--- config.mk ---
export PLATFORM = sky130hd
export DESIGN_NAME = fbslave_core
export DESIGN_NICKNAME = d
export VERILOG_FILES = /design/src/verilog/fbslave_pkg.sv /design/src/verilog/sync2.sv /design/src/verilog/c2_slots.sv /design/src/verilog/fbslave_core.sv
export SDC_FILE = /design/constraint.sdc
export NUM_CORES = 1
export LEC_CHECK = 0
export BUFFER_PORTS_ARGS = -buffer_cell sky130_fd_sc_hd__buf_2
export CELL_PAD_IN_SITES_DETAIL_PLACEMENT = 1
export CELL_PAD_IN_SITES_GLOBAL_PLACEMENT = 2
export CORE_ASPECT_RATIO = 0.7
export CORE_UTILIZATION = 31
export CTS_CLUSTER_SIZE = 8
export DETAILED_ROUTE_END_ITERATION = 7
export MAX_ROUTING_LAYER = met4
export PLACE_DENSITY_LB_ADDON = 0.1
export SYNTH_ARGS = -nofsm -noshare
export SYNTH_HDL_FRONTEND = slang
export SYNTH_SLANG_ARGS = --single-unit
--- constraint.sdc ---
create_clock -name CLK -period 2.5 [get_ports CLK]
set_input_delay 0.75 -clock CLK [delete_from_list [all_inputs] [get_ports CLK]]
set_output_delay 0.75 -clock CLK [all_outputs]
set_load 0.02 [all_outputs]
--- src/verilog/fbslave_pkg.sv ---
// package of register map, parameter layout and size constants
// assumes a single 10 MHz clock domain and an axi4-lite master
package fbslave_pkg;

	// ----------------------------------------------------------------
	// register byte addresses
	// ----------------------------------------------------------------
	localparam logic [7:0] ADDR_PRM = 8'h00;
	localparam logic [7:0] ADDR_APPLY = 8'h04;
	localparam logic [7:0] ADDR_ACTIVE = 8'h08;
	localparam logic [7:0] ADDR_STATE = 8'h0c;
	localparam logic [7:0] ADDR_IRQ_STAT = 8'h10;
	localparam logic [7:0] ADDR_IRQ_MASK = 8'h14;
	localparam logic [7:0] ADDR_IDENT = 8'h18;

	// ----------------------------------------------------------------
	// parameter set, bit 0 is the dpv1 select
	// ----------------------------------------------------------------
	typedef struct packed {
		logic [3:0] baud;
		logic opt;
		logic load;
		logic chan;
		logic modst;
		logic ident;
		logic tol;
		logic swap;
		logic proc;
		logic diag;
		logic dpv1;
	} prm_t;
	localparam int PRM_W = 14;
	localparam logic [PRM_W-1:0] PRM_RESET = 14'h0000;

	typedef struct packed {
		logic diag;
		logic proc;
		logic swap;
	} alarm_t;

	// ----------------------------------------------------------------
	// sizes and limits
	// ----------------------------------------------------------------
	localparam logic [3:0] BAUD_MAX = 4'h9;
	localparam logic [7:0] DIAG_HDR_LEN = 8'h06;
	localparam logic [7:0] IDENT_LEN = 8'h04;
	localparam logic [7:0] MODST_LEN = 8'h09;
	localparam logic [6:0] CHAN_MAX = 7'h5e;
	localparam logic [8:0] PRM_CLASSIC_MAX = 9'h0f0;
	localparam int C2_CONNS = 3;

	// ----------------------------------------------------------------
	// interrupt status bits
	// ----------------------------------------------------------------
	localparam int IRQ_PRM_OK = 0;
	localparam int IRQ_PRM_BAD = 1;
	localparam int IRQ_FAIL = 2;
	localparam int IRQ_LOAD = 3;
	localparam int IRQ_C2_REF = 4;
	localparam int IRQ_W = 5;

	localparam logic [1:0] RESP_OKAY = 2'b00;
	localparam logic [1:0] RESP_SLVERR = 2'b10;

endpackage

--- src/verilog/sync2.sv ---
// two flip-flop synchroniser for pin levels
// assumes the inputs are quasi-static against CLK
module sync2
	import fbslave_pkg::*;
#(
	parameter int W = 1
)(
	input wire logic clk,
	input wire logic reset,
	input wire logic [W-1:0] d,
	output logic [W-1:0] q
);
	logic [W-1:0] meta;

	always_ff @(posedge clk)
	begin
		if (reset)
		begin
			meta <= '0;
			q <= '0;
		end
		else
		begin
			meta <= d;
			q <= meta;
		end
	end
endmodule

--- src/verilog/c2_slots.sv ---
// slot table for acyclic class 2 connections
// assumes open and close requests are one-cycle pulses on CLK
module c2_slots
	import fbslave_pkg::*;
#(
	parameter int N = C2_CONNS
)(
	input wire logic clk,
	input wire logic reset,
	input wire logic open_req,
	input wire logic close_req,
	input wire logic [1:0] close_id,
	output logic grant,
	output logic refuse,
	output logic [1:0] slot,
	output logic [N-1:0] busy
);
	logic [1:0] free_id;
	logic free_any;

	if (N < 1 || N > 4)
		$error("c2_slots: N must be 1 to 4");

	always_comb
	begin
		free_id = 2'h0;
		free_any = 1'b0;
		for (int i = N - 1; i >= 0; i--)
			if (!busy[i])
			begin
				free_id = 2'(i);
				free_any = 1'b1;
			end
	end

	for (genvar g = 0; g < N; g++)
	begin : g_slot
		always_ff @(posedge clk)
		begin
			if (reset)
				busy[g] <= 1'b0;
			else if (open_req && free_any && free_id == 2'(g))
				busy[g] <= 1'b1;
			else if (close_req && close_id == 2'(g))
				busy[g] <= 1'b0;
		end
	end

	always_ff @(posedge clk)
	begin
		if (reset)
		begin
			grant <= 1'b0;
			refuse <= 1'b0;
			slot <= 2'h0;
		end
		else
		begin
			grant <= open_req && free_any;
			refuse <= open_req && !free_any;
			if (open_req && free_any)
				slot <= free_id;
		end
	end
endmodule

--- src/verilog/fbslave_core.sv ---
// fieldbus slave parameter, interrupt and diagnostic-frame logic
// assumes one 10 MHz clock, an axi4-lite master and same-clock
// event strobes from the link and backplane logic
//
// Contract
// - a parameter selects dpv0 or dpv1; alarms only in dpv1
// - diagnostic alarms need their own enable and dpv1
// - process alarms need their own enable and dpv1
// - swapping alarms need their own enable and dpv1
// - with mismatch tolerance, hot-swap keeps data exchange running
// - without tolerance, hot-swap fails station; mismatch stops exchange
// - identifier diagnostics off removes its 4 bytes from the frame
// - module status off removes its 9 bytes from the frame
// - channel diagnostics off removes that section, at most 94 bytes
// - load diagnostics on reports a missing load supply rail
// - one station-wide parameter enables option handling
// - exactly 3 class 2 connections may be open together
// - dpv1 accepts over 240 parameter bytes, with longer startup
// - the link runs at one of the ten listed bit rates
//
// Decided for this implementation: the AXI4-Lite slave port and the address map.
module fbslave_core
	import fbslave_pkg::*;
#(
	parameter int NCONN = C2_CONNS,
	parameter logic [15:0] IDENT_CODE = 16'h5a5a
)(
	input wire logic CLK,
	input wire logic RESET,
	input wire logic [7:0] AWADDR,
	input wire logic AWVALID,
	output logic AWREADY,
	input wire logic [31:0] WDATA,
	input wire logic [3:0] WSTRB,
	input wire logic WVALID,
	output logic WREADY,
	output logic [1:0] BRESP,
	output logic BVALID,
	input wire logic BREADY,
	input wire logic [7:0] ARADDR,
	input wire logic ARVALID,
	output logic ARREADY,
	output logic [31:0] RDATA,
	output logic [1:0] RRESP,
	output logic RVALID,
	input wire logic RREADY,
	input wire logic DIAG_EVENT,
	input wire logic PROC_EVENT,
	input wire logic SWAP_EVENT,
	input wire logic MODULE_SWAP,
	input wire logic CFG_MISMATCH,
	input wire logic LOAD_SUPPLY_RAIL,
	input wire logic [6:0] CHAN_DIAG_LEN,
	input wire logic C2_OPEN,
	input wire logic C2_CLOSE,
	input wire logic [1:0] C2_CLOSE_ID,
	output logic DIAG_ALARM,
	output logic PROC_ALARM,
	output logic SWAP_ALARM,
	output logic STATION_FAIL,
	output logic DATA_EXCH,
	output logic OPTION_EN,
	output logic [3:0] BAUD_SEL,
	output logic [7:0] DIAG_LEN,
	output logic LOAD_DIAG,
	output logic C2_GRANT,
	output logic C2_REFUSE,
	output logic [1:0] C2_SLOT,
	output logic LONG_STARTUP,
	output logic IRQ
);
	prm_t staged;
	prm_t active;
	logic prm_valid;
	logic [7:0] aw_addr;
	logic aw_held;
	logic [31:0] w_data;
	logic [3:0] w_strb;
	logic w_held;
	logic wr_go;
	logic rd_go;
	logic apply_go;
	logic [8:0] apply_len;
	logic apply_ok;
	logic rail_ok;
	logic load_prev;
	logic diag_src;
	logic [IRQ_W-1:0] irq_stat;
	logic [IRQ_W-1:0] irq_mask;
	logic [IRQ_W-1:0] irq_set;
	logic [IRQ_W-1:0] irq_clr;
	logic [NCONN-1:0] c2_busy;
	logic [6:0] chan_len;
	logic [31:0] next_rdata;
	logic rd_hit;

	if (NCONN < 1 || NCONN > 4)
		$error("fbslave_core: NCONN must be 1 to 4");

	// ----------------------------------------------------------------
	// axi4-lite write channel
	// ----------------------------------------------------------------
	function automatic logic [31:0] merge(input logic [31:0] old,
		input logic [31:0] data, input logic [3:0] strb);
		logic [31:0] r;
		r = old;
		for (int b = 0; b < 4; b++)
			if (strb[b])
				r[8*b +: 8] = data[8*b +: 8];
		return r;
	endfunction

	assign wr_go = aw_held && w_held && !BVALID;
	assign apply_go = wr_go && aw_addr == ADDR_APPLY && (&w_strb[1:0]);
	assign apply_len = w_data[8:0];
	assign apply_ok = staged.baud <= BAUD_MAX &&
		(apply_len <= PRM_CLASSIC_MAX || staged.dpv1);

	always_ff @(posedge CLK)
	begin
		if (RESET)
		begin
			aw_held <= 1'b0;
			w_held <= 1'b0;
			aw_addr <= 8'h00;
			w_data <= 32'h0000_0000;
			w_strb <= 4'h0;
		end
		else
		begin
			if (AWVALID && AWREADY)
			begin
				aw_held <= 1'b1;
				aw_addr <= AWADDR;
			end
			else if (wr_go)
				aw_held <= 1'b0;
			if (WVALID && WREADY)
			begin
				w_held <= 1'b1;
				w_data <= WDATA;
				w_strb <= WSTRB;
			end
			else if (wr_go)
				w_held <= 1'b0;
		end
	end

	always_ff @(posedge CLK)
	begin
		if (RESET)
		begin
			AWREADY <= 1'b0;
			WREADY <= 1'b0;
			BVALID <= 1'b0;
			BRESP <= RESP_OKAY;
		end
		else
		begin
			AWREADY <= !aw_held && !(AWVALID && AWREADY) &&
				!wr_go && !BVALID;
			WREADY <= !w_held && !(WVALID && WREADY) &&
				!wr_go && !BVALID;
			if (wr_go)
			begin
				BVALID <= 1'b1;
				case (aw_addr)
					ADDR_PRM, ADDR_APPLY, ADDR_IRQ_MASK:
						BRESP <= RESP_OKAY;
					default:
						BRESP <= RESP_SLVERR;
				endcase
			end
			else if (BREADY)
				BVALID <= 1'b0;
		end
	end

	// ----------------------------------------------------------------
	// parameter staging and telegram latch
	// ----------------------------------------------------------------
	always_ff @(posedge CLK)
	begin
		if (RESET)
		begin
			staged <= prm_t'(PRM_RESET);
			irq_mask <= '0;
		end
		else if (wr_go && aw_addr == ADDR_PRM)
			staged <= prm_t'(PRM_W'(merge(32'(staged), w_data, w_strb)));
		else if (wr_go && aw_addr == ADDR_IRQ_MASK && w_strb[0])
			irq_mask <= w_data[IRQ_W-1:0];
	end

	always_ff @(posedge CLK)
	begin
		if (RESET)
		begin
			active <= prm_t'(PRM_RESET);
			prm_valid <= 1'b0;
			LONG_STARTUP <= 1'b0;
		end
		else if (apply_go && apply_ok)
		begin
			active <= staged;
			prm_valid <= 1'b1;
			LONG_STARTUP <= apply_len > PRM_CLASSIC_MAX;
		end
	end

	always_ff @(posedge CLK)
	begin
		if (RESET)
		begin
			OPTION_EN <= 1'b0;
			BAUD_SEL <= 4'h0;
		end
		else
		begin
			OPTION_EN <= active.opt && prm_valid;
			BAUD_SEL <= active.baud;
		end
	end

	// ----------------------------------------------------------------
	// station failure and data exchange
	// ----------------------------------------------------------------
	always_ff @(posedge CLK)
	begin
		if (RESET)
		begin
			STATION_FAIL <= 1'b0;
			DATA_EXCH <= 1'b0;
		end
		else
		begin
			if (MODULE_SWAP && !active.tol && prm_valid)
				STATION_FAIL <= 1'b1;
			else if (apply_go && apply_ok)
				STATION_FAIL <= 1'b0;
			DATA_EXCH <= prm_valid && !STATION_FAIL &&
				(active.tol || !CFG_MISMATCH);
		end
	end

	// ----------------------------------------------------------------
	// load supply rail and alarms
	// ----------------------------------------------------------------
	sync2 #(.W(1)) u_rail (
		.clk(CLK),
		.reset(RESET),
		.d(LOAD_SUPPLY_RAIL),
		.q(rail_ok)
	);

	always_ff @(posedge CLK)
	begin
		if (RESET)
		begin
			LOAD_DIAG <= 1'b0;
			load_prev <= 1'b0;
		end
		else
		begin
			LOAD_DIAG <= active.load && prm_valid && !rail_ok;
			load_prev <= LOAD_DIAG;
		end
	end

	assign diag_src = DIAG_EVENT || (LOAD_DIAG && !load_prev);

	always_ff @(posedge CLK)
	begin
		if (RESET)
		begin
			DIAG_ALARM <= 1'b0;
			PROC_ALARM <= 1'b0;
			SWAP_ALARM <= 1'b0;
		end
		else
		begin
			DIAG_ALARM <= diag_src && active.dpv1 && active.diag;
			PROC_ALARM <= PROC_EVENT && active.dpv1 && active.proc;
			SWAP_ALARM <= SWAP_EVENT && active.dpv1 && active.swap;
		end
	end

	// ----------------------------------------------------------------
	// diagnostic frame length
	// ----------------------------------------------------------------
	assign chan_len = CHAN_DIAG_LEN > CHAN_MAX ? CHAN_MAX : CHAN_DIAG_LEN;

	always_ff @(posedge CLK)
	begin
		if (RESET)
			DIAG_LEN <= DIAG_HDR_LEN;
		else
			DIAG_LEN <= DIAG_HDR_LEN +
				(active.ident ? IDENT_LEN : 8'h00) +
				(active.modst ? MODST_LEN : 8'h00) +
				(active.chan ? {1'b0, chan_len} : 8'h00);
	end

	// ----------------------------------------------------------------
	// class 2 connections
	// ----------------------------------------------------------------
	c2_slots #(.N(NCONN)) u_c2 (
		.clk(CLK),
		.reset(RESET),
		.open_req(C2_OPEN),
		.close_req(C2_CLOSE),
		.close_id(C2_CLOSE_ID),
		.grant(C2_GRANT),
		.refuse(C2_REFUSE),
		.slot(C2_SLOT),
		.busy(c2_busy)
	);

	// ----------------------------------------------------------------
	// interrupt status, read clears, set wins
	// ----------------------------------------------------------------
	always_comb
	begin
		irq_set = '0;
		irq_set[IRQ_PRM_OK] = apply_go && apply_ok;
		irq_set[IRQ_PRM_BAD] = apply_go && !apply_ok;
		irq_set[IRQ_FAIL] = MODULE_SWAP && !active.tol && prm_valid;
		irq_set[IRQ_LOAD] = LOAD_DIAG && !load_prev;
		irq_set[IRQ_C2_REF] = C2_REFUSE;
	end

	assign rd_go = ARVALID && ARREADY;
	assign irq_clr = (rd_go && ARADDR == ADDR_IRQ_STAT) ? irq_stat : '0;

	always_ff @(posedge CLK)
	begin
		if (RESET)
		begin
			irq_stat <= '0;
			IRQ <= 1'b0;
		end
		else
		begin
			irq_stat <= (irq_stat & ~irq_clr) | irq_set;
			IRQ <= |(irq_stat & irq_mask);
		end
	end

	// ----------------------------------------------------------------
	// axi4-lite read channel
	// ----------------------------------------------------------------
	always_comb
	begin
		next_rdata = 32'h0000_0000;
		rd_hit = 1'b1;
		case (ARADDR)
			ADDR_PRM: next_rdata = 32'(staged);
			ADDR_ACTIVE: next_rdata = {prm_valid, 17'h00000, active};
			ADDR_STATE: next_rdata = {16'h0000, 4'(c2_busy), LONG_STARTUP,
				LOAD_DIAG, DATA_EXCH, STATION_FAIL, DIAG_LEN};
			ADDR_IRQ_STAT: next_rdata = 32'(irq_stat);
			ADDR_IRQ_MASK: next_rdata = 32'(irq_mask);
			ADDR_IDENT: next_rdata = {16'h0000, IDENT_CODE};
			default: rd_hit = 1'b0;
		endcase
	end

	always_ff @(posedge CLK)
	begin
		if (RESET)
		begin
			ARREADY <= 1'b0;
			RVALID <= 1'b0;
			RDATA <= 32'h0000_0000;
			RRESP <= RESP_OKAY;
		end
		else
		begin
			ARREADY <= !RVALID && !rd_go;
			if (rd_go)
			begin
				RVALID <= 1'b1;
				RDATA <= next_rdata;
				RRESP <= rd_hit ? RESP_OKAY : RESP_SLVERR;
			end
			else if (RREADY)
				RVALID <= 1'b0;
		end
	end
endmodule

**Word level (Yosys, flattened, before mapping)**

Index checks and enable logic that the tools add are counted.

- Add/subtract/negate cells: 3
- Order comparisons: 4
- Equal/unequal tests: 11
- Mux-type cells: 30
- Bitwise logic cells: 5
- Reductions and logical operators: 80

Operators with widths:

| kind | count |
|---|---|
| one-hot mux 32 bit (6 select lines) | 1 |
| logical AND 1 bit | 43 |
| == test 8 x 5 -> 1 bit (second input constant) | 4 |
| 2-to-1 mux 1 bit | 19 |
| == test 8 x 4 -> 1 bit (second input constant) | 2 |
| logical NOT 8 bit | 2 |
| nonzero test 2 bit | 8 |
| logical NOT 1 bit | 15 |
| 2-to-1 mux 7 bit | 2 |
| AND 5 bit | 2 |
| 2-to-1 mux 2 bit | 5 |
| greater-than comparator 9 x 8 -> 1 bit (second input constant) | 1 |
| <= comparator 9 x 8 -> 1 bit (second input constant) | 1 |
| adder 5 x 7 -> 8 bit | 1 |
| == test 8 x 3 -> 1 bit (second input constant) | 1 |
| AND reduction 2 bit | 4 |
| greater-than comparator 7 bit (second input constant) | 1 |
| OR reduction 6 bit | 1 |
| adder 4 x 4 -> 5 bit | 1 |
| 2-to-1 mux 5 bit | 1 |
| inverter 5 bit | 1 |
| OR 5 bit | 1 |
| OR reduction 5 bit | 1 |
| adder 3 x 3 -> 4 bit (first input constant) | 1 |
| 9 further kinds | 14 |

- Register bits: 137
- Bits of input ports: 76
- Word-level logic and storage cells: 191

**Depth between registers and ports, before layout**

- Depth after elaboration: 7
- Mapped depth: 10
- Mapped depth without buffers: 10

**Hierarchy**

From an unflattened synthesis, not the netlist that was laid out.

- Cell total of the unflattened synthesis: 571
- Area, all modules: 5191.2 um^2

Modules (own cells, without submodules):

| module | times used | cells each | area each (um^2) |
|---|---|---|---|
| fbslave_core | 1 | 539 | 4859.7 |
| c2_slots | 1 | 28 | 279.0 |
| sync2 | 1 | 4 | 52.6 |

**Worst setup path before layout**

Ideal clock, no wire load.

- Path kind: in2reg
- Start: input port CHAN_DIAG_LEN[2]
- End: register DIAG_LEN[5]
- Library setup time: 131 ps
- Arrival time: 2227 ps
- Data required time: 2369 ps
- Path slack: 142 ps
- Stages on the path: 10
- Cell sequence: a41o_1 > a21oi_1 > ha_1 > ha_1 > inv_1 > fa_1 > nor2b_1 > o21ai_0 > a21oi_1 > nor3b_1

- Longest elaborated chain between the ends: 4

RTL lines:

| what | RTL line | source |
|---|---|---|
| start, declared | fbslave_core.sv:53 | `input wire logic [6:0] CHAN_DIAG_LEN,` |
| greater-than comparator 7 bit | fbslave_core.sv:291 | `assign chan_len = CHAN_DIAG_LEN > CHAN_MAX ? CHAN_MAX : CHAN_DIAG_LEN;` |
| 2-to-1 mux 7 bit * | fbslave_core.sv:291 |  |
| 2-to-1 mux 7 bit * | fbslave_core.sv:301 | `(active.chan ? {1'b0, chan_len} : 8'h00);` |
| adder 5 x 7 -> 8 bit * | fbslave_core.sv:300 | `(active.modst ? MODST_LEN : 8'h00) +` |
| end signal, assigned | fbslave_core.sv:298 | `DIAG_LEN <= DIAG_HDR_LEN +` |
| end, declared | fbslave_core.sv:64 | `output logic [7:0] DIAG_LEN,` |

Every way passes the cells marked *; elsewhere a longest branch is shown, timed or not.
A chain may end at the register's enable or synchronous reset.

**Worst setup path in the final report**

Same ends and word-level chain as after synthesis.

==> impl_summary.md <==
Outcome
The flow ran to the end, and the final reports show no timing, DRC or antenna violations.

Timing
Summed over all failing endpoints, the final setup total negative slack is 0 ps. The highest clock rate is between 400 and 500 MHz. The post-route fraction of the period consumed by the critical path is around 90%. The worst-margin pin slew is between 600 and 700 ps. The final count of pins violating max slew is 0. Subtracting the final worst setup slack from the clock period gives roughly 2300 ps. Hold is met by 399.8 ps. The count of endpoints failing hold in the final timing report is 0.

The final clock skew is between 10 and 15 ps. The tightest slew margin relative to the limit is between 50 and 60%. The final setup violation count is 0. Setup repair after global routing left no endpoint under its margin.

Synth
In this run the cell area of the synthesized design comes to 0.005144 sq mm. Yosys mapped a number of flops with a built-in enable equal to 0. Sorting the synthesized cells by area gives the leading types as sky130_fd_sc_hd__dfxtp_1 46%, sky130_fd_sc_hd__mux2i_1 7.6%, sky130_fd_sc_hd__nand2_1 5.5%. The synthesized area per cell is approximately 9.1 sq um.

The flip-flop cell with the highest count after synthesis is sky130_fd_sc_hd__dfxtp_1. For this run, asynchronously set or reset flops after synthesis account for 0%. Synthesis produced ~570 cells. Counting distinct cell types in the post-synthesis netlist gives 62. The number of synthesized register bits is approximately 120.

During synthesis, Yosys emitted a total of 0 warnings. The top-area cell type share of the netlist area is 46.31%. The library cell occupying the most area in the post-synthesis netlist is sky130_fd_sc_hd__dfxtp_1.

After synthesis, flip-flops and latches occupy approximately 46% of the total area.

Clocking
The CTS tree is built. The clock tree synthesis step divided the H-tree into 4 levels. Counting along the longest clock path gives a buffer depth of 2. The tree is rooted in a sky130_fd_sc_hd__clkbuf_16. The clock latency at the later pin of the worst-skew pair is 420 ps. The clock sink count is 119. The clock transition at the registers of the reported paths is roughly 60 ps. The number of CTS-inserted buffers is 17.

Power
Across the VDD grid, the largest voltage drop is approximately 0.32 mV. The power density of the placed cells is between 700 and 800 mW/mm^2. For this design the static power due to leakage is ~2.8 nW.

Finish
The count of nets after finishing is between 700 and 800. The library cell used most frequently in the layout, excluding fill and tap cells, is sky130_fd_sc_hd__dfxtp_1. The library cells used most frequently in the layout, excluding fill and tap cells, are 119 x sky130_fd_sc_hd__dfxtp_1, 102 x sky130_fd_sc_hd__buf_2, 75 x sky130_fd_sc_hd__nand2_1, 52 x sky130_fd_sc_hd__a21oi_1, 46 x sky130_fd_sc_hd__nor2_1. Cells with a size suffix above 1 make up 24.75% of the layout. After routing the design area is approximately 0.0066 sq mm. The number of antenna diodes in the final layout is 0. Relative to the synthesized area, the layout overhead comes to 27.73%.

Critical path
The worst reg-to-reg path cell count is 10. The worst reg2reg path endpoint is DIAG_LEN[5]. The startpoint of the most critical register-to-register path is active[7]. The kind of end point of the critical path is a flip-flop. The most critical setup path has its endpoint at DIAG_LEN[5]. STA classifies the critical path startpoint as an input pin.

For the worst setup path, the data required time is approximately 2800 ps. On the critical path, the stage with the largest delay is an instance of sky130_fd_sc_hd__fa_1. For the worst setup path, the data arrival time is between 2000 and 3000 ps. The critical path class is input pin to flip-flop. Walking the worst path, the cells encountered are buf_2, a41o_1, a21oi_1, ha_1, ha_1, inv_1, fa_1, nor2b_1, o21ai_0, a21oi_1, nor3b_1. In this run the register-to-register setup slack is around 320 ps. The largest fanout on the critical path is 2. In this run the worst setup path begins at CHAN_DIAG_LEN[2]. In this design, the stage delay of the slowest critical-path cell is 380 ps.

Drt
The average wire per cell in the routed design is between 15 and 20 um. The first detailed-routing pass ran for 5 iterations. The total detailed-routing wirelength is between 15000 and 20000 um. In this run, the number of DRC markers left after iteration 0 of detailed routing was between 200 and 250.

The count of nets left with antenna violations once routing finished came out at 0. The routed layout has 4374 vias. After detailed routing, the number of vias per cell comes to around 4.8.

After detailed routing, the number of remaining DRC violations is 0.

Worst hold path
The startpoint identified for the worst hold timing path is u_rail.q. In this run the worst hold path is classified as flip-flop to flip-flop.

Floorplan
The placeable core area is 0.01583 sq mm. The chip width is approximately 160 um. For this configuration, the core starts out at a cell density of approximately 32%. The number of top-level design ports is about 140. From bottom edge to top edge, the die measures 109.8 um.

The overall die area is approximately 0.017 sq mm. The number of rows in the core area is 38.

Placed design
The post-DP HPWL is approximately 12000 um. In this run the cell area measured after placement is 0.005953 sq mm. Input and output buffers added on the ports amount to 103. Routability-driven placement finished with a final weighted congestion of roughly 0.80.

Global routing
After global routing the overflow that remains totals 0. The number of global-route vias before repair is roughly 4500. The number of antenna violations at the first check in global routing is 0. Entering global routing, the biggest net connects 34 pins.

The first global-routing pass estimated 24250 um of wire. Across every metal layer, demand over resource in global routing totals between 10% and 20%.

Run
The number of violations of the max-capacitance limit is 0.
worst min path at each step:
stage                      endpoint  slack, ps  cells after the start
after floorplan           LOAD_DIAG        370                      1
after global placement    LOAD_DIAG        390                      1
after detailed placement  LOAD_DIAG        380                      1
after CTS                 LOAD_DIAG        410                      1
after global routing      LOAD_DIAG        420                      1
final                     LOAD_DIAG        400                      1
kinds of logic after synthesis:
family / synth area share, %
simple gates: 22.72
flops: 46.31
compound gates: 13.53
buf+inv: 5.838
mux: 9.268
fa+ha+maj: 2.092
other cells: 0.07290
xor+xnor: 0.1703
metrics by stage:
step | std cells | total power, mW | setup WS [ps] | util, %
after floorplan | 585 | 2.210 | 141.6 | -
after global placement | 887 | 2.316 | -158.2 | 37.60
after detailed placement | 887 | 2.327 | -271.7 | 37.60
after CTS | 919 | 4.895 | 167.7 | 41.50
after global routing | 919 | 5.029 | 20.93 | 41.50
final | 919 | 4.840 | 196.0 | 41.50
cell usage after synthesis, types with 8 or more instances:
cell type and count:
sky130_fd_sc_hd__a21oi_1 52, sky130_fd_sc_hd__buf_4 18, sky130_fd_sc_hd__clkbuf_1 24, sky130_fd_sc_hd__dfxtp_1 119, sky130_fd_sc_hd__inv_1 15, sky130_fd_sc_hd__mux2i_1 39, sky130_fd_sc_hd__nand2_1 75, sky130_fd_sc_hd__nand2b_1 28
sky130_fd_sc_hd__nand3b_1 8, sky130_fd_sc_hd__nor2_1 46, sky130_fd_sc_hd__nor2b_1 18, sky130_fd_sc_hd__o21ai_0 14
report_power, final:
group / switching [mW] / total, mW / internal (mW)
registers: 0.0369 / 1.97 / 1.93
clock network: 0.914 / 2.56 / 1.64
logic: 0.196 / 0.314 / 0.118
total: 1.15 / 4.84 / 3.69
sequential cells by signal (all words and copies together) (netlist names), 2 cells and up:
signal	count
w_data	14
aw_addr	8
BAUD_SEL	4
u_c2.slot	2
irq_mask	5
RDATA	16
irq_stat	5
u_c2.busy	3
DIAG_LEN	8
staged	14
w_strb	2
active	14
worst max-delay path, delay by kind of cell:
kind,cells,cell delay (ps)
buf+inv,2,160
fa+ha+maj,3,740
simple gates,2,240
compound gates,4,720
timing repair:
item                                    CTS  global route
setup buffers                             0             0
endpoints found under the setup margin    0             1
resized for setup                         0             1
hold buffers                              0             0
layout make-up:
type | count | area [sq um]
Clock buffer | 20 | 466.7
Multi-Input combinational cell | 406 | 2529
Fill cell | 1865 | 9263
Clock inverter | 12 | 150.1
Tap cell | 220 | 275.3
Sequential cell | 119 | 2382
Inverter | 15 | 56.30
Timing Repair Buffer | 127 | 710.7
metal layers:
metal / part of all wire (%) / wire (um) / vias up / GRT usage [%]
li1: - / - / 2164 / -
met1: 52 / 8042 / 2112 / 26.36
met2: 43 / 6713 / 92 / 29.21
met3: 4.0 / 622 / 6 / 5.321
met4: 0.68 / 105 / 0 / 3.992
met5: 0 / 0 / - / -
Power figures use the tool's default switching activity.
